--- config.mk ---
export PLATFORM = sky130hd
export DESIGN_NAME = tsrb_bank
export DESIGN_NICKNAME = d
export VERILOG_FILES = /design/src/core/tsrb_pkg.sv /design/src/core/tsrb_bank.sv
export SDC_FILE = /design/constraint.sdc
export NUM_CORES = 1
export LEC_CHECK = 0
export ABC_CLOCK_PERIOD_IN_PS = 5300
export CORE_ASPECT_RATIO = 0.9
export CORE_UTILIZATION = 64
export DETAILED_ROUTE_END_ITERATION = 7
export DONT_BUFFER_PORTS = 1
export PLACE_DENSITY = 0.84
export REMOVE_ABC_BUFFERS = 1
export SYNTH_ARGS = -nofsm -noshare
export SYNTH_HDL_FRONTEND = slang
export SYNTH_SLANG_ARGS = --single-unit
--- constraint.sdc ---
create_clock -name clock -period 5.3 [get_ports clock]
set_clock_uncertainty 0.05 [all_clocks]
set_input_delay 1.59 -clock clock [delete_from_list [all_inputs] [get_ports clock]]
set_output_delay 1.59 -clock clock [all_outputs]
set_load 0.05 [all_outputs]
--- src/core/tsrb_pkg.sv ---
/*
  Package for the temperature sensor register bank: pointer codes, field
  positions, reset values, timing figures and the state record.
  Assumes a single 10 MHz core clock.
*/
package tsrb_pkg;

  // Core clock
  localparam int unsigned CLK_KHZ = 10000;

  // Refresh periods per rate code, in milliseconds
  localparam int unsigned REFRESH0_MS = 4000;
  localparam int unsigned REFRESH1_MS = 1000;
  localparam int unsigned REFRESH2_MS = 250;
  localparam int unsigned REFRESH3_MS = 125;
  localparam int TIMER_W = 26;

  // Register pointers
  localparam logic [1:0] PTR_TEMP = 2'h0;
  localparam logic [1:0] PTR_CFG = 2'h1;
  localparam logic [1:0] PTR_LO = 2'h2;
  localparam logic [1:0] PTR_HI = 2'h3;

  // Configuration field positions
  localparam int CFG_ALARM = 15;
  localparam int CFG_FQ_HI = 12;
  localparam int CFG_FQ_LO = 11;
  localparam int CFG_MODE = 9;
  localparam int CFG_SD = 8;
  localparam int CFG_EM = 7;
  localparam int CFG_ONE = 6;
  localparam int CFG_TO = 4;
  localparam int CFG_EC = 3;
  localparam int CFG_CR_HI = 2;
  localparam int CFG_CR_LO = 1;
  localparam int CFG_OS = 0;

  // Reset values
  localparam logic [15:0] TEMP_RESET = 16'h0000;
  localparam logic [15:0] CFG_RESET = 16'h00C0;
  localparam logic [15:0] LO_RESET = 16'h4B00;
  localparam logic [15:0] HI_RESET = 16'h5000;

  // Fault queue depths per code
  localparam logic [2:0] FQ_DEPTH0 = 3'h1;
  localparam logic [2:0] FQ_DEPTH1 = 3'h2;
  localparam logic [2:0] FQ_DEPTH2 = 3'h4;
  localparam logic [2:0] FQ_DEPTH3 = 3'h6;

  // Serial framing
  localparam logic [3:0] BYTE_BITS = 4'h8;
  localparam logic [6:0] DEV_ADDR_DEFAULT = 7'h48;

  typedef enum logic [2:0] {
    S_IDLE, S_ADDR, S_PTR, S_WDATA, S_ACK, S_RDATA, S_RACK
  } tsrb_bus_e_t;

  typedef struct packed {
    logic [2:0] scl_sync;
    logic [2:0] sda_sync;
    tsrb_bus_e_t st;
    tsrb_bus_e_t after;
    logic [3:0] bitcnt;
    logic [7:0] shreg;
    logic [15:0] txbuf;
    logic [7:0] wbuf;
    logic byte_hi;
    logic nack;
    logic [1:0] ptr;
    logic sda_oe;
    logic sda_level;
    logic [15:0] temp;
    logic [15:0] lo_lim;
    logic [15:0] hi_lim;
    logic alarm_flag;
    logic [1:0] fault_queue_depth;
    logic alarm_mode_select;
    logic shutdown_ctrl;
    logic extended_format;
    logic bus_timeout_disable;
    logic integrity_guard_on;
    logic [1:0] refresh_rate_select;
    logic one_shot_trigger;
    logic expect_high;
    logic [2:0] hi_cnt;
    logic [2:0] lo_cnt;
    logic converting;
    logic conv_start;
    logic [TIMER_W-1:0] timer;
  } tsrb_state_t;

endpackage : tsrb_pkg

--- src/core/tsrb_bank.sv ---
/*
  Register bank of the temperature sensor with its two-wire slave front
  end, conversion sequencer and over-temperature alarm.
  Assumes scl_in and sda_in come from pins in another clock domain, and
  that the analog converter answers conv_start with conv_done on clock.
*/
`timescale 1ns/1ps

//
// Contract
// - Four 16-bit registers at pointers 0 to 3: result, config, low, high.
// - Host writes never change read-only registers or read-only bits.
// - Short format: 15-bit result in bits 15..1, bit 0 reads zero.
// - Extended format, reset default: 16-bit result using every bit.
// - Bit 15 is the sign: zero positive, one negative.
// - Config bit 15 is read-only alarm flag, set when beyond limits.
// - Config bits 12:11 pick fault queue depth 1, 2, 4 or 6.
// - Config bit 9 picks comparison (0) or interrupt (1) alarm mode.
// - Config bit 8 picks continuous conversion (0) or shutdown (1).
// - Config bit 4 set disables the bus timeout reset; the bank has no timeout and only drives bus_timeout_disable.
// - Config bit 3 set enables bus error checking; the bank has no checking and only drives integrity_guard_on.
// - Config bit 0 shows one-shot busy; writing 1 in shutdown starts one.
// - Reserved config bits read-only; bit 6 reads one, others zero.
// - Limit registers share the result format of the current setting.
// - Format change never shifts or alters stored limits.
// - Comparison mode: set after N highs, clear after N lows.
// - Interrupt mode: any read clears; re-arms on opposite limit, alternating.
// - Continuous conversions repeat at 0.25, 1, 4 or 8 Hz.
// - Shutdown waits for running conversion; serial side stays alive.
module tsrb_bank
  import tsrb_pkg::*;
#(
  parameter logic [6:0] DEV_ADDR = DEV_ADDR_DEFAULT,
  parameter int unsigned RATE0_CYCLES = REFRESH0_MS * CLK_KHZ,
  parameter int unsigned RATE1_CYCLES = REFRESH1_MS * CLK_KHZ,
  parameter int unsigned RATE2_CYCLES = REFRESH2_MS * CLK_KHZ,
  parameter int unsigned RATE3_CYCLES = REFRESH3_MS * CLK_KHZ
) (
  input wire logic clock, // Core clock, 10 MHz
  input wire logic rst_n, // Asynchronous reset, active low
  input wire logic scl_in, // Serial clock pin level
  input wire logic sda_in, // Serial data pin level
  output logic sda_out, // Serial data drive level, always low
  output logic sda_oe, // High while pulling serial data low
  output logic conv_start, // One-cycle request to the converter
  input wire logic conv_done, // One-cycle converter completion
  input wire logic [15:0] conv_value, // Result, 2^-7 degree per step
  output logic bus_timeout_disable, // Timeout reset turned off
  output logic integrity_guard_on, // Error checking turned on
  output logic alarm_flag, // Over-temperature alarm
  output logic busy // Conversion running
);

  tsrb_state_t s;
  tsrb_state_t n;

  logic scl_v;
  logic sda_v;
  logic scl_rise;
  logic scl_fall;
  logic start_det;
  logic stop_det;
  logic rd_evt;
  logic wr_evt;
  logic start_conv;
  logic [15:0] wdata;
  logic [15:0] cfg_word;
  logic [15:0] rd_word;
  logic [15:0] new_temp;
  logic [15:0] lo_eff;
  logic [15:0] hi_eff;
  logic [2:0] need;
  logic [2:0] hi_next;
  logic [2:0] lo_next;
  logic [TIMER_W-1:0] reload;

  // Line events seen through the second and third sampling stages
  assign scl_v = s.scl_sync[1];
  assign sda_v = s.sda_sync[1];
  assign scl_rise = scl_v & ~s.scl_sync[2];
  assign scl_fall = ~scl_v & s.scl_sync[2];
  assign start_det = scl_v & s.scl_sync[2] & s.sda_sync[2] & ~sda_v;
  assign stop_det = scl_v & s.scl_sync[2] & ~s.sda_sync[2] & sda_v;
  assign wdata = {s.wbuf, s.shreg};

  // Configuration word as read back, reserved bits fixed
  always_comb begin
    cfg_word = 16'h0000;
    cfg_word[CFG_ALARM] = s.alarm_flag;
    cfg_word[CFG_FQ_HI:CFG_FQ_LO] = s.fault_queue_depth;
    cfg_word[CFG_MODE] = s.alarm_mode_select;
    cfg_word[CFG_SD] = s.shutdown_ctrl;
    cfg_word[CFG_EM] = s.extended_format;
    cfg_word[CFG_ONE] = 1'b1;
    cfg_word[CFG_TO] = s.bus_timeout_disable;
    cfg_word[CFG_EC] = s.integrity_guard_on;
    cfg_word[CFG_CR_HI:CFG_CR_LO] = s.refresh_rate_select;
    cfg_word[CFG_OS] = s.one_shot_trigger;
  end

  // Register selected by the pointer
  always_comb begin
    case (s.ptr)
      PTR_TEMP: rd_word = s.temp;
      PTR_CFG: rd_word = cfg_word;
      PTR_LO: rd_word = s.lo_lim;
      PTR_HI: rd_word = s.hi_lim;
      default: rd_word = 16'h0000;
    endcase
  end

  // Result formatting and limit interpretation under the current format
  always_comb begin
    if (s.extended_format) begin
      new_temp = conv_value;
      lo_eff = s.lo_lim;
      hi_eff = s.hi_lim;
    end else begin
      new_temp = {conv_value[14:0], 1'b0};
      lo_eff = {s.lo_lim[15:1], 1'b0};
      hi_eff = {s.hi_lim[15:1], 1'b0};
    end
    case (s.fault_queue_depth)
      2'h0: need = FQ_DEPTH0;
      2'h1: need = FQ_DEPTH1;
      2'h2: need = FQ_DEPTH2;
      default: need = FQ_DEPTH3;
    endcase
    case (s.refresh_rate_select)
      2'h0: reload = TIMER_W'(RATE0_CYCLES - 1);
      2'h1: reload = TIMER_W'(RATE1_CYCLES - 1);
      2'h2: reload = TIMER_W'(RATE2_CYCLES - 1);
      default: reload = TIMER_W'(RATE3_CYCLES - 1);
    endcase
    // Consecutive event counters, saturating at the deepest queue
    if ($signed(new_temp) >= $signed(hi_eff)) begin
      hi_next = (s.hi_cnt < FQ_DEPTH3) ? s.hi_cnt + 3'h1 : s.hi_cnt;
      lo_next = 3'h0;
    end else if ($signed(new_temp) <= $signed(lo_eff)) begin
      hi_next = 3'h0;
      lo_next = (s.lo_cnt < FQ_DEPTH3) ? s.lo_cnt + 3'h1 : s.lo_cnt;
    end else begin
      hi_next = 3'h0;
      lo_next = 3'h0;
    end
  end

  // Next-state logic: serial slave, register writes, sequencer, alarm
  always_comb begin
    n = s;
    rd_evt = 1'b0;
    wr_evt = 1'b0;
    start_conv = 1'b0;
    n.conv_start = 1'b0;
    n.scl_sync = {s.scl_sync[1:0], scl_in};
    n.sda_sync = {s.sda_sync[1:0], sda_in};
    // Two-wire slave, alive in every power state
    if (start_det) begin
      n.st = S_ADDR;
      n.bitcnt = 4'h0;
      n.sda_oe = 1'b0;
    end else if (stop_det) begin
      n.st = S_IDLE;
      n.sda_oe = 1'b0;
    end else begin
      case (s.st)
        S_ADDR, S_PTR, S_WDATA: begin
          if (scl_rise && s.bitcnt != BYTE_BITS) begin
            n.shreg = {s.shreg[6:0], sda_v};
            n.bitcnt = s.bitcnt + 4'h1;
          end else if (scl_fall && s.bitcnt == BYTE_BITS) begin
            n.bitcnt = 4'h0;
            n.st = S_ACK;
            n.sda_oe = 1'b1;
            case (s.st)
              S_ADDR: begin
                if (s.shreg[7:1] != DEV_ADDR) begin
                  n.st = S_IDLE;
                  n.sda_oe = 1'b0;
                end else if (s.shreg[0]) begin
                  n.txbuf = rd_word;
                  rd_evt = 1'b1;
                  n.after = S_RDATA;
                  n.byte_hi = 1'b1;
                end else begin
                  n.after = S_PTR;
                end
              end
              S_PTR: begin
                if (s.shreg[7:2] == 6'h00) begin
                  n.ptr = s.shreg[1:0];
                end
                n.after = S_WDATA;
                n.byte_hi = 1'b1;
              end
              default: begin
                n.after = S_WDATA;
                n.byte_hi = ~s.byte_hi;
                if (s.byte_hi) begin
                  n.wbuf = s.shreg;
                end else begin
                  wr_evt = 1'b1;
                end
              end
            endcase
          end
        end
        S_ACK: begin
          if (scl_fall) begin
            n.st = s.after;
            if (s.after == S_RDATA) begin
              n.sda_oe = ~s.txbuf[15];
              n.txbuf = {s.txbuf[14:0], 1'b0};
              n.bitcnt = 4'h1;
            end else begin
              n.sda_oe = 1'b0;
            end
          end
        end
        S_RDATA: begin
          if (scl_fall) begin
            if (s.bitcnt == BYTE_BITS) begin
              n.sda_oe = 1'b0;
              n.st = S_RACK;
              n.bitcnt = 4'h0;
            end else begin
              n.sda_oe = ~s.txbuf[15];
              n.txbuf = {s.txbuf[14:0], 1'b0};
              n.bitcnt = s.bitcnt + 4'h1;
            end
          end
        end
        S_RACK: begin
          if (scl_rise) begin
            n.nack = sda_v;
          end else if (scl_fall) begin
            if (s.nack) begin
              n.st = S_IDLE;
            end else begin
              n.st = S_RDATA;
              n.byte_hi = ~s.byte_hi;
              n.bitcnt = 4'h1;
              if (s.byte_hi) begin
                n.sda_oe = ~s.txbuf[15];
                n.txbuf = {s.txbuf[14:0], 1'b0};
              end else begin
                n.sda_oe = ~rd_word[15];
                n.txbuf = {rd_word[14:0], 1'b0};
              end
            end
          end
        end
        default: n.st = S_IDLE;
      endcase
    end
    // Register writes; the result register ignores them
    if (wr_evt) begin
      case (s.ptr)
        PTR_CFG: begin
          n.fault_queue_depth = wdata[CFG_FQ_HI:CFG_FQ_LO];
          n.alarm_mode_select = wdata[CFG_MODE];
          n.shutdown_ctrl = wdata[CFG_SD];
          n.extended_format = wdata[CFG_EM];
          n.bus_timeout_disable = wdata[CFG_TO];
          n.integrity_guard_on = wdata[CFG_EC];
          n.refresh_rate_select = wdata[CFG_CR_HI:CFG_CR_LO];
          if (wdata[CFG_OS] && wdata[CFG_SD] && !s.converting) begin
            start_conv = 1'b1;
            n.one_shot_trigger = 1'b1;
          end
        end
        PTR_LO: n.lo_lim = wdata;
        PTR_HI: n.hi_lim = wdata;
        default: n.lo_lim = s.lo_lim;
      endcase
    end
    // Refresh timer; shutdown only blocks new starts
    if (s.timer != {TIMER_W{1'b0}}) begin
      n.timer = s.timer - TIMER_W'(1);
    end else if (!s.shutdown_ctrl && !s.converting) begin
      start_conv = 1'b1;
      n.timer = reload;
    end
    if (start_conv) begin
      n.converting = 1'b1;
      n.conv_start = 1'b1;
    end
    // Any register read clears the alarm in interrupt mode
    if (rd_evt && s.alarm_mode_select) begin
      n.alarm_flag = 1'b0;
    end
    // Completion: store result, run the fault queue; a set beats a read-clear
    if (s.converting && conv_done) begin
      n.converting = 1'b0;
      n.one_shot_trigger = 1'b0;
      n.temp = new_temp;
      n.hi_cnt = hi_next;
      n.lo_cnt = lo_next;
      if (!s.alarm_mode_select) begin
        if (hi_next >= need) begin
          n.alarm_flag = 1'b1;
        end else if (lo_next >= need) begin
          n.alarm_flag = 1'b0;
        end
      end else if (s.expect_high && hi_next >= need) begin
        n.alarm_flag = 1'b1;
        n.expect_high = 1'b0;
      end else if (!s.expect_high && lo_next >= need) begin
        n.alarm_flag = 1'b1;
        n.expect_high = 1'b1;
      end
    end
  end

  // State register
  always_ff @(posedge clock or negedge rst_n) begin
    if (!rst_n) begin
      s <= '0;
      s.scl_sync <= 3'h7;
      s.sda_sync <= 3'h7;
      s.st <= S_IDLE;
      s.after <= S_IDLE;
      s.temp <= TEMP_RESET;
      s.lo_lim <= LO_RESET;
      s.hi_lim <= HI_RESET;
      s.fault_queue_depth <= CFG_RESET[CFG_FQ_HI:CFG_FQ_LO];
      s.alarm_mode_select <= CFG_RESET[CFG_MODE];
      s.shutdown_ctrl <= CFG_RESET[CFG_SD];
      s.extended_format <= CFG_RESET[CFG_EM];
      s.bus_timeout_disable <= CFG_RESET[CFG_TO];
      s.integrity_guard_on <= CFG_RESET[CFG_EC];
      s.refresh_rate_select <= CFG_RESET[CFG_CR_HI:CFG_CR_LO];
      s.alarm_flag <= CFG_RESET[CFG_ALARM];
      s.expect_high <= 1'b1;
    end else begin
      s <= n;
    end
  end

  // Outputs straight from the state register
  assign sda_out = s.sda_level;
  assign sda_oe = s.sda_oe;
  assign conv_start = s.conv_start;
  assign bus_timeout_disable = s.bus_timeout_disable;
  assign integrity_guard_on = s.integrity_guard_on;
  assign alarm_flag = s.alarm_flag;
  assign busy = s.converting;

endmodule : tsrb_bank

# Yosys cells after proc, flatten, opt, wreduce, memory -nomap -nowiden

Index checks and enable logic that the tools add are counted.

$add $sub $neg: 4
Multipliers: 0
Divide/modulo/power cells: 0
$lt $le $gt $ge: 6
Eq/ne operators: 48
Shift-type cells: 0
Muxes and demuxes: 121
Bitwise gates (word level): 18
Reductions and logical operators: 44

Operators by type and width:

| operator              | count |
|---|---|
| $mux 16               | 12 |
| $pmux 16 s4           | 2 |
| $pmux 26 s3           | 1 |
| $mux 3                | 20 |
| $mux 1                | 54 |
| $mux 26               | 2 |
| $mux 25               | 2 |
| $mux 40               | 1 |
| $mux 8                | 5 |
| $ne 4x4->1 const B    | 10 |
| $mux 4                | 9 |
| $ne 2x2->1 const B    | 14 |
| $reduce_bool 26->1    | 1 |
| $sub 26x1->26 const B | 1 |
| $ne 3x3->1 const B    | 8 |
| $reduce_and 7->1      | 3 |
| $ge 16x16->1          | 1 |
| $le 16x16->1          | 1 |
| $pmux 4 s4            | 1 |
| $reduce_and 15->1     | 1 |
| $reduce_bool 2->1     | 7 |
| $eq 3x3->1 const B    | 4 |
| $pmux 3 s4            | 1 |
| $not 1->1             | 11 |
| 34 further kinds      | 69 |

Register bits: 147
Latch bits: 0
RAM bits: 0
Bits in read-only memories: 0
Input bits: 21
Output and inout bits: 7
Word-level logic and storage cells: 271
Memories: 0

# Logic depth before layout (Yosys ltp)

Gate-level depths: netlist (run 1).

Depth after elaboration: 14
Depth in mapped cells: 17
Depth with buffers taken out: 15

# Worst setup path before layout (run 1)

Ideal clock, no wire load.

Path kind: input to register
Start: in conv_value[13]
End: reg alarm_flag (netlist name)
Library setup time: 0.136 ns
Arrival: 4.571 ns
Data required time: 5.114 ns
Setup slack: 0.543 ns
Cell stages on the path: 15
Path buffers: 0
Cell sequence: mux2_2 -> ha_1 -> a21o_1 -> a211o_1 -> a221oi_1 -> mux2i_1 -> a31oi_1 -> o21ai_0 -> ha_1 -> nand2b_1 -> a21o_1 -> a21oi_1 -> nand2_1 -> o211ai_1 -> a32oi_1

RTL lines:

| what            | line            | text |
|---|---|---|
| start, declared | tsrb_bank.sv:47 | `input wire logic [15:0] conv_value,` |

==> results.txt, run 1 <==
status: finished, final reports clean
area leader, netlist: dfrtp_1
dpl cells: 991
Syn-to-layout area delta: 7.91%
fin cells: 1023
Reg2Reg Setup Slack: 1.02 ns
initial antenna violation count: 0
CP Launch Type: input pin
simple-gate portion of the synthesized area: 0.157
layout cells sized above 1: 0.184
WP data required: 5.54 ns
Routed wire per std cell: 20.7 um
Net Sw Power: 0.961 mW
largest net degree at the start of global routing: 148
most frequent cells in the layout: dfrtp_1 (133), nand2_1 (106), mux2_2 (86)
CTS max path bufs: 2
xor and xnor area share after synthesis: 0.0103
# fillers: 857
area occupied by multi-input gates: 0.00446 mm2
hold-fix buffers at CTS: 0
CTS Buf Count: 17
Syn Inst Count: 861
post-synth top area share: 0.390
R2R Path Start: cfg_word[7]
Post-Syn Area: 0.00854 mm2
peak supply drop: 237 uV
Sum Neg Setup Slack: 0 ns
Worst Hold Launch: n[146]
Reg area: 0.00370 mm2
vias in the first global route: 6941
ranking of synthesized cells by area: dfrtp_1 (39%), mux2_2 (11%), ha_1 (7.2%), nand2_1 (4.7%), dfstp_2 (4.3%)
Ports: 28
Flop pwr share: 0.451
Die Y: 112 um
drt via density: 6.72
RD Place Congestion: 0.910
Final Net Count: 916
ANT nets after route: 0
DR DRC count: 0
first-pass GRT wire length: 35.4 mm
via count: 6879
final worst path period share: 0.847
final setup vio count: 0
Syn Area/Cell: 9.92 um2
Total Routing Usage GR: 0.338
largest family of logic cells by synthesized area: simple AND/OR/NAND/NOR gates
PwrDens: 351 mW/mm2
CTS clock-pin slew for the worst setup and hold paths: 0.07 ns
max cap viols: 0
RSZ-0062 raised after global routing: no
H-tree levels: 4
Iter 0 DRT Violations: 824
Reg2Reg Depth: 15
#FFs+latches synth: 147
multiplexer share of the synthesized area: 0.152
cell-internal power: 2.27 mW
Combinational Power Share: 0.158
Synth Area in Compound Gates: 0.130
Worst Setup End Kind: register
die width: 124 um
Reg-to-Reg End: alarm_flag
fmax: 223 MHz
Max Transition Viols Final: 0
number of cells upsized or downsized after cts: 0
switching share of power: 0.297
clock sinks: 147
CTS tree: done
die area: 0.0138 mm2
root buf cell: clkbuf_16
EDFF count, synth: 0
final WL: 21.2 mm
Synth Flop Type: dfrtp_1
Hold Crit Depth: 0
actual slew at the worst max-slew pin: 1.32 ns
number of buffers added for setup after CTS: 0
hold slack: 0.309 ns
Slew HR: 0.121
Synth warnings: 0
Hold Crit Class: register to register
Hold Crit Endpoint: n[147]
clk_lat worst skew: 0.43 ns
ys async rst share: 1.00
Synth Area in Adders: 0.0718
register area share after synthesis: 0.433
Leakage: 4.07 nW
most common cell after layout, fill and taps aside: dfrtp_1
critical path peak fanout: 6
ant diodes: 0
total congestion overflow: 0
Initial Util: 0.666
synth unique cells: 67
Final Hold Fails: 0
DR pass1 iterations: 7
CP Data Arrival Time: 4.73 ns
number of port buffers: 0
Tmin final: 4.49 ns
core area: 0.0128 mm2
Clk pwr share: 0.391
Site Rows: 39
Detailed Place HPWL: 14.1 mm
CP Class: input pin to register
[cell families after synthesis]
group	Yosys count
compound gates	177
xor+xnor	10
fa+ha+maj	49
buf+inv	95
flops	147
mux	105
other cells	1
simple gates	277
[power by group through the flow]
stage / clock network (mW) / registers, mW / logic, mW
finish: 1.26 / 1.46 / 0.512
global route: 1.31 / 1.47 / 0.569
CTS: 1.27 / 1.45 / 0.502
detailed placement: 0 / 1.46 / 0.493
global placement: 0 / 1.45 / 0.460
floorplan: 0 / 1.41 / 0.385
[sequential cells by signal, indices dropped and copies added (netlist names)]
name,count
sda_oe,1
s,129
integrity_guard_on,1
busy,1
bus_timeout_disable,1
alarm_flag,1
n,4
cfg_word,8
conv_start,1
[through the flow]
stage	instance area [um2]	total power, mW	worst slack, ns	utilization
2_1_floorplan	8360	1.80	0.543	-
3_3_place_gp	8600	1.91	0.571	0.670
3_5_place_dp	8600	1.96	0.436	0.670
4_1_cts	9220	3.22	0.866	0.718
5_1_grt	9220	3.36	0.616	0.718
6_report	9220	3.23	0.811	0.718
[layer usage]
metal | vias up | share of wire | global-route usage
met5 | - | 0 | 0
met4 | 0 | 0.041 | 0.171
met3 | 66 | 0.083 | 0.0820
met2 | 369 | 0.47 | 0.512
met1 | 3370 | 0.41 | 0.452
li1 | 3074 | - | -
[critical path, stage by stage]
cell and delay, ns:
mux2_2 0.29, ha_1 0.34, nand4_1 0.19, nor4_1 0.43
a21boi_0 0.28, nand4b_1 0.15, a31oi_1 0.13, buf_4 0.18
o21a_1 0.11, ha_1 0.29, a21o_1 0.16, a21oi_1 0.26
nand2_1 0.08, o211ai_1 0.17, a32oi_1 0.08
[area by class of cell]
| cell class | instances | share of cell area |
|---|---|---|
| multi-input combinational | 619 | 0.483 |
| sequential | 147 | 0.401 |
| clock buffer | 20 | 0.0485 |
| inverter | 57 | 0.0232 |
| tap | 164 | 0.0223 |
| clock inverter | 12 | 0.0185 |
| timing repair buffer | 4 | 0.00326 |
[cells in the mapped netlist, drive strengths merged, types with 7 or more instances]
cell and count:
nand4 7, xnor2 7, a31oi 8, nand2b 7
dfrtp 133, nor3 26, nor4 7, ha 49
o21ai 42, buf 10, inv 57, a222oi 14
dfstp 14, mux2i 8, mux2 86, nand2 106
clkbuf 28, mux4 11, or3 7, nand3 16
nor2 61, nor2b 7, or4 9, a21oi 66
[how the worst max path moves through the flow]
stage | start | to | cells after the start
after global placement | conv_value[15] | alarm_flag | 15
after detailed placement | conv_value[15] | alarm_flag | 15
after floorplan | conv_value[13] | alarm_flag | 15
after global routing | conv_value[15] | alarm_flag | 15
final | conv_value[15] | alarm_flag | 15
after CTS | conv_value[15] | alarm_flag | 15
No activity file was read; power rests on OpenSTA's default activity.
==> run 2: changes to the inputs <==
--- a/config.mk
+++ b/config.mk
@@ -5,7 +5,7 @@
 export SDC_FILE = /design/constraint.sdc
 export NUM_CORES = 1
 export LEC_CHECK = 0
-export ABC_CLOCK_PERIOD_IN_PS = 5300
+export ABC_CLOCK_PERIOD_IN_PS = 4600
 export CORE_ASPECT_RATIO = 0.9
 export CORE_UTILIZATION = 64
 export DETAILED_ROUTE_END_ITERATION = 7
==> constraint.sdc (replaced) <==
create_clock -name clock -period 4.6 [get_ports clock]
set_clock_uncertainty 0.05 [all_clocks]
set_input_delay 1.38 -clock clock [delete_from_list [all_inputs] [get_ports clock]]
set_output_delay 1.38 -clock clock [all_outputs]
set_load 0.05 [all_outputs]
==> run 2 against run 1 <==
  * Worst setup slack got worse by 0.56 ns
  * Wire length rose by 0.23%
  * Sequential cell count is the same
  * Total power rose by 14%
  * Critical path type unchanged
  * Worst hold slack barely moved
  * Utilization increased by 0.098 points
  * Register-to-register slack got worse by 0.71 ns
  * Die area unchanged
  * Critical path depth is the same
  * Via count is 0.28% lower
==> results.txt, run 2 (synthesized netlist as in run 1, its figures left out) <==
worst slack, placed: -0.117 ns (-0.553 ns)
critical path peak fanout: 4 (-2)
Pwr Total: 3.68 mW (+14%)
Final Hold Fails: 0 (unchanged)
Combinational Power Share: 0.159 (about the same)
R2R Path Start: cfg_word[7]
hold-fix buffers at CTS: 0 (unchanged)
fmax: 230 MHz
max cap viols: 0 (unchanged)
Slew HR: 0.0832 (-0.0383)
peak supply drop: 293 uV (+24%)
die width: 124 um (unchanged)
hold slack: 0.309 ns (+0.000109 ns)
final worst path period share: 0.945
DR DRC count: 0 (unchanged)
crit path capture: alarm_flag
Reg2Reg Depth: 15 (unchanged)
Initial Util: 0.666 (unchanged)
switching share of power: 0.304 (+0.00630)
Largest register FFs: 129 (unchanged)
CP Class: input pin to register
clock sinks: 147 (unchanged)
final setup vio count: 0 (unchanged)
actual slew at the worst max-slew pin: 1.38 ns (+0.0574 ns)
Hold Crit Class: register to register
most frequent cells in the layout: dfrtp_1 (133), nand2_1 (106), mux2_2 (86)
Final Net Count: 916 (unchanged)
CTS max path bufs: 2 (unchanged)
Iter 0 DRT Violations: 866 (+5.1%)
number of port buffers: 0 (unchanged)
Reg2Reg Setup Slack: 0.31 ns (-0.71 ns)
Placement Cell Area: 0.00859 mm2 (about the same)
Clk pwr share: 0.386 (-0.005)
via count: 6860 (-0.28%)
RD Place Congestion: 0.884 (-2.9%)
WP data required: 4.84 ns (-0.70 ns)
Total Routing Usage GR: 0.330 (-0.00791)
RSZ-0062 raised after global routing: no
DR pass1 iterations: 7 (unchanged)
final setup margin: 0.252 ns (-0.559 ns)
Worst Setup End Kind: register
root buf cell: clkbuf_16
CP Launch Type: input pin
CTS clock-pin slew for the worst setup and hold paths: 0.06 ns (about the same)
CTS tree: done
CP Data Arrival Time: 4.59 ns (-0.14 ns)
dpl cells: 990 (-0.10%)
Util after Layout: 0.719 (+0.000975)
Reg-to-Reg End: alarm_flag
ANT nets after route: 0 (unchanged)
die area: 0.0138 mm2 (unchanged)
Site Rows: 39 (unchanged)
clk_lat worst skew: 0.43 ns (about the same)
Tmin final: 4.35 ns
first-pass GRT wire length: 34.6 mm (-2.1%)
total congestion overflow: 0 (unchanged)
Max Transition Viols Final: 0 (unchanged)
Die Y: 112 um (unchanged)
worst setup path startpoint: conv_value[15]
cell-internal power: 2.56 mW (+13%)
vias in the first global route: 6865 (-1.1%)
Syn-to-layout area delta: 8.06%
Net Sw Power: 1.12 mW (+16%)
core area: 0.0128 mm2 (unchanged)
H-tree levels: 4 (unchanged)
largest net degree at the start of global routing: 148 (unchanged)
final WL: 21.2 mm (+0.23%)
PwrDens: 399 mW/mm2 (+14%)
drt via density: 6.70 (-0.37%)
layout cells sized above 1: 0.189 (+0.00466)
CTS Buf Count: 17 (unchanged)
Routed wire per std cell: 20.7 um (+0.13%)
Leakage: 4.08 nW (+0.25%)
most common cell after layout, fill and taps aside: dfrtp_1
Sum Neg Setup Slack: 0 ns (unchanged)
fin cells: 1024 (+0.098%)
Largest Register: s
Detailed Place HPWL: 14.3 mm (+1.6%)
Flop pwr share: 0.455 (+0.004)
Ports: 28 (unchanged)
initial antenna violation count: 0 (unchanged)
status: finished, final reports clean
Finished Cell Area: 0.00923 mm2 (+0.14%)
## run 2: power groups by stage
stage | combinational [mW] | sequential, mW | clock (mW)
2_1_floorplan | 0.443 | 1.63 | 0
3_3_place_gp | 0.532 | 1.67 | 0
3_5_place_dp | 0.569 | 1.69 | 0
4_1_cts | 0.576 | 1.67 | 1.43
5_1_grt | 0.650 | 1.70 | 1.48
6_report | 0.587 | 1.68 | 1.42
## run 2: final cells by class
class / count / area (um2)
diodes: 1 / 2.50
clock buffers: 18 / 439
well taps: 164 / 205
multi-input cells: 619 / 4480
clock inverters: 14 / 164
inverters: 57 / 214
fillers: 853 / 3600
repair buffers: 4 / 30.0
flip-flops and latches: 147 / 3700
## run 2: worst min path at each step
stage	from	endpoint	slack [ns]	cells past startpoint
detailed placement	n[143]	n[144]	0.30	0
global route	n[143]	n[144]	0.31	0
global placement	n[146]	n[147]	0.30	0
CTS	n[143]	n[144]	0.31	0
floorplan	n[143]	n[144]	0.30	0
finish	n[143]	n[144]	0.31	0
## run 2: critical path, stage by stage
cell	delay, ns
mux2_2	0.28
ha_1	0.34
nand4_1	0.29
nor3_2	0.26
nor2_1	0.08
or2_2	0.28
a31oi_1	0.31
o21ai_0	0.18
ha_1	0.31
nand2b_1	0.15
a21o_1	0.19
a21oi_1	0.24
nand2_1	0.08
o211ai_1	0.16
a32oi_1	0.07
## run 2: per-layer routing
metal  vias up  track usage  wire, um
li1       3072            -         -
met1      3397        0.447      8780
met2       334        0.508     10100
met3        57       0.0635      1580
met4         0        0.162       765
met5         -            0         0
## run 2: timing repair
item	4_1_cts	5_1_grt
resized for setup	0	5
setup endpoints to repair	0	1
setup buffers	0	1
==> run 3: changes to the inputs <==
--- a/config.mk
+++ b/config.mk
@@ -10,7 +10,7 @@
 export CORE_UTILIZATION = 64
 export DETAILED_ROUTE_END_ITERATION = 7
 export DONT_BUFFER_PORTS = 1
-export PLACE_DENSITY = 0.84
+export PLACE_DENSITY = 0.9
 export REMOVE_ABC_BUFFERS = 1
 export SYNTH_ARGS = -nofsm -noshare
 export SYNTH_HDL_FRONTEND = slang
==> constraint.sdc (replaced) <==
create_clock -name clock -period 4.6 [get_ports clock]
set_clock_uncertainty 0.05 [all_clocks]
set_input_delay 0.23 -clock clock [delete_from_list [all_inputs] [get_ports clock]]
set_output_delay 0.23 -clock clock [all_outputs]
set_load 0.05 [all_outputs]
==> run 3 against run 2 <==
  * Final area is 0.14% higher
  * Largest cell class unchanged
  * Critical path depth stayed put
  * Sequential cell count stayed put
  * Utilization is 0.097 points higher
  * Global-route usage is 1.6 points lower
  * Total power is 2.4% lower
  * First-iteration DRC count is 8.2% higher
  * Via count is 1.1% lower
==> results.txt, run 3 (synthesized netlist as in run 1, its figures left out) <==
status: finished, final reports clean
max cap viols: 0 (unchanged)
DR DRC count: 0 (unchanged)
first-pass GRT wire length: 32.9 mm (-5.0%)
Initial Util: 0.666 (unchanged)
final setup vio count: 0 (unchanged)
Worst Setup End Kind: register
die area: 0.0138 mm2 (unchanged)
RSZ-0062 raised after global routing: no
peak supply drop: 259 uV (-12%)
cell-internal power: 2.51 mW (-2.1%)
ANT nets after route: 0 (unchanged)
RD Place Congestion: 0.900 (+1.7%)
actual slew at the worst max-slew pin: 1.21 ns (-0.168 ns)
PwrDens: 389 mW/mm2 (-2.6%)
CP Class: register to register
Total Routing Usage GR: 0.314 (-0.0162)
number of buffers added for setup after CTS: 0 (unchanged)
Reg2Reg Depth: 15 (unchanged)
switching share of power: 0.301 (-0.00245)
Flop pwr share: 0.465 (+0.010)
Syn-to-layout area delta: 8.20%
core area: 0.0128 mm2 (unchanged)
Routed wire per std cell: 19.8 um (-4.5%)
dpl cells: 992 (+0.20%)
clk_lat worst skew: 0.43 ns (about the same)
root buf cell: clkbuf_16
Largest register FFs: 129 (unchanged)
vias in the first global route: 6593 (-4.0%)
Combinational Power Share: 0.167 (+0.008)
total congestion overflow: 0 (unchanged)
Largest Register: s
R2R Path Start: cfg_word[7]
Max Transition Viols Final: 0 (unchanged)
CTS tree: done
H-tree levels: 4 (unchanged)
final WL: 20.4 mm (-4.0%)
Die Y: 112 um (unchanged)
CP Launch Type: register
die width: 124 um (unchanged)
Site Rows: 39 (unchanged)
Detailed Place HPWL: 13.4 mm (-6.1%)
via count: 6783 (-1.1%)
Ports: 28 (unchanged)
Reg2Reg Setup Slack: 0.22 ns (-0.09 ns)
WP data required: 4.84 ns (about the same)
Reg-to-Reg End: alarm_flag
critical path peak fanout: 20 (+16)
Clk pwr share: 0.369 (-0.017)
CTS clock-pin slew for the worst setup and hold paths: 0.06 ns (about the same)
Final Net Count: 921 (+0.55%)
Hold Crit Class: input pin to register
initial antenna violation count: 1 (+1)
Slew HR: 0.192 (+0.109)
most common cell after layout, fill and taps aside: dfrtp_1
CTS Buf Count: 17 (unchanged)
DR pass1 iterations: 6 (-1)
largest net degree at the start of global routing: 148 (unchanged)
Tmin final: 4.38 ns (+0.0288 ns)
Final Hold Fails: 0 (unchanged)
final worst path period share: 0.951 (+0.00626)
CP Data Arrival Time: 4.62 ns (+0.03 ns)
clock sinks: 147 (unchanged)
crit path capture: alarm_flag
Iter 0 DRT Violations: 937 (+8.2%)
layout cells sized above 1: 0.188 (-0.00109)
fmax: 229 MHz (-0.66%)
most frequent cells in the layout: dfrtp_1 (133), nand2_1 (106), mux2_2 (86)
Net Sw Power: 1.08 mW (-3.2%)
Leakage: 4.08 nW (about the same)
Sum Neg Setup Slack: 0 ns (unchanged)
worst setup path startpoint: cfg_word[7]
drt via density: 6.59 (-1.7%)
fin cells: 1030 (+0.59%)
CTS max path bufs: 2 (unchanged)
number of port buffers: 0 (unchanged)
==> run 3: area by class of cell <==
class                           instances  area, um2
Clock inverter                         12        105
Tap cell                              164        205
Clock buffer                           20        457
Inverter                               57        214
Timing Repair Buffer                    9       95.1
Fill cell                             839       3590
Antenna cell                            2       5.00
Sequential cell                       147       3700
Multi-Input combinational cell        619       4460
==> run 3: power groups by stage <==
stage / clock, mW / combinational, mW / sequential [mW]
3_5_place_dp: 0 / 0.552 / 1.68
3_3_place_gp: 0 / 0.522 / 1.67
6_report: 1.32 / 0.599 / 1.67
5_1_grt: 1.40 / 0.668 / 1.69
4_1_cts: 1.34 / 0.594 / 1.66
2_1_floorplan: 0 / 0.443 / 1.63
==> run 3: metal layers <==
metal,vias to the layer above,share of wire,global-route usage
li1,3100,-,-
met1,3310,0.42,0.421
met2,323,0.47,0.471
met3,48,0.080,0.0856
met4,2,0.028,0.142
met5,-,0.0036,0.0331
==> run 3: worst max-delay path, cell delays in order (launching register included) <==
cell and delay (ns):
dfstp_4 0.77, mux2_2 0.42, ha_1 0.37, nand4_1 0.22, nor3_1 0.28, nor2_1 0.08, or2_2 0.28, a31oi_2 0.36
o21ai_0 0.16, ha_1 0.30, nand2b_1 0.14, a21o_1 0.18, a21oi_1 0.26, nand2_1 0.11, o211ai_1 0.18, a32oi_1 0.08
==> run 3: metrics by stage <==
stage | setup WS [ns] | total power, mW | util | hold WS (ns) | instance area, um2
after floorplan | 0.618 | 2.07 | - | -0.116 | 8360
after global placement | 0.409 | 2.20 | 0.671 | -0.111 | 8610
after detailed placement | 0.186 | 2.23 | 0.671 | -0.110 | 8610
after CTS | 0.0958 | 3.60 | 0.719 | 0.00625 | 9230
after global routing | 0.0212 | 3.76 | 0.720 | 0.0404 | 9240
final | 0.224 | 3.59 | 0.720 | 0.0181 | 9240
==> run 3: worst min path at each step <==
stage	cells past startpoint	end	from	slack (ns)
after detailed placement	0	s[30]	rst_n	-0.11
after global placement	0	s[30]	rst_n	-0.11
after global routing	2	s[78]	conv_value[0]	0.04
after CTS	2	s[78]	conv_value[0]	0.006
after floorplan	0	alarm_flag	rst_n	-0.12
final	2	s[78]	conv_value[0]	0.02
==> run 3: repair_timing <==
item | in CTS | in global routing
endpoints found under the setup margin | 0 | 1
gates resized for setup | 0 | 2
endpoints found under the hold margin | 149 | 0
hold buffers | 4 | 0
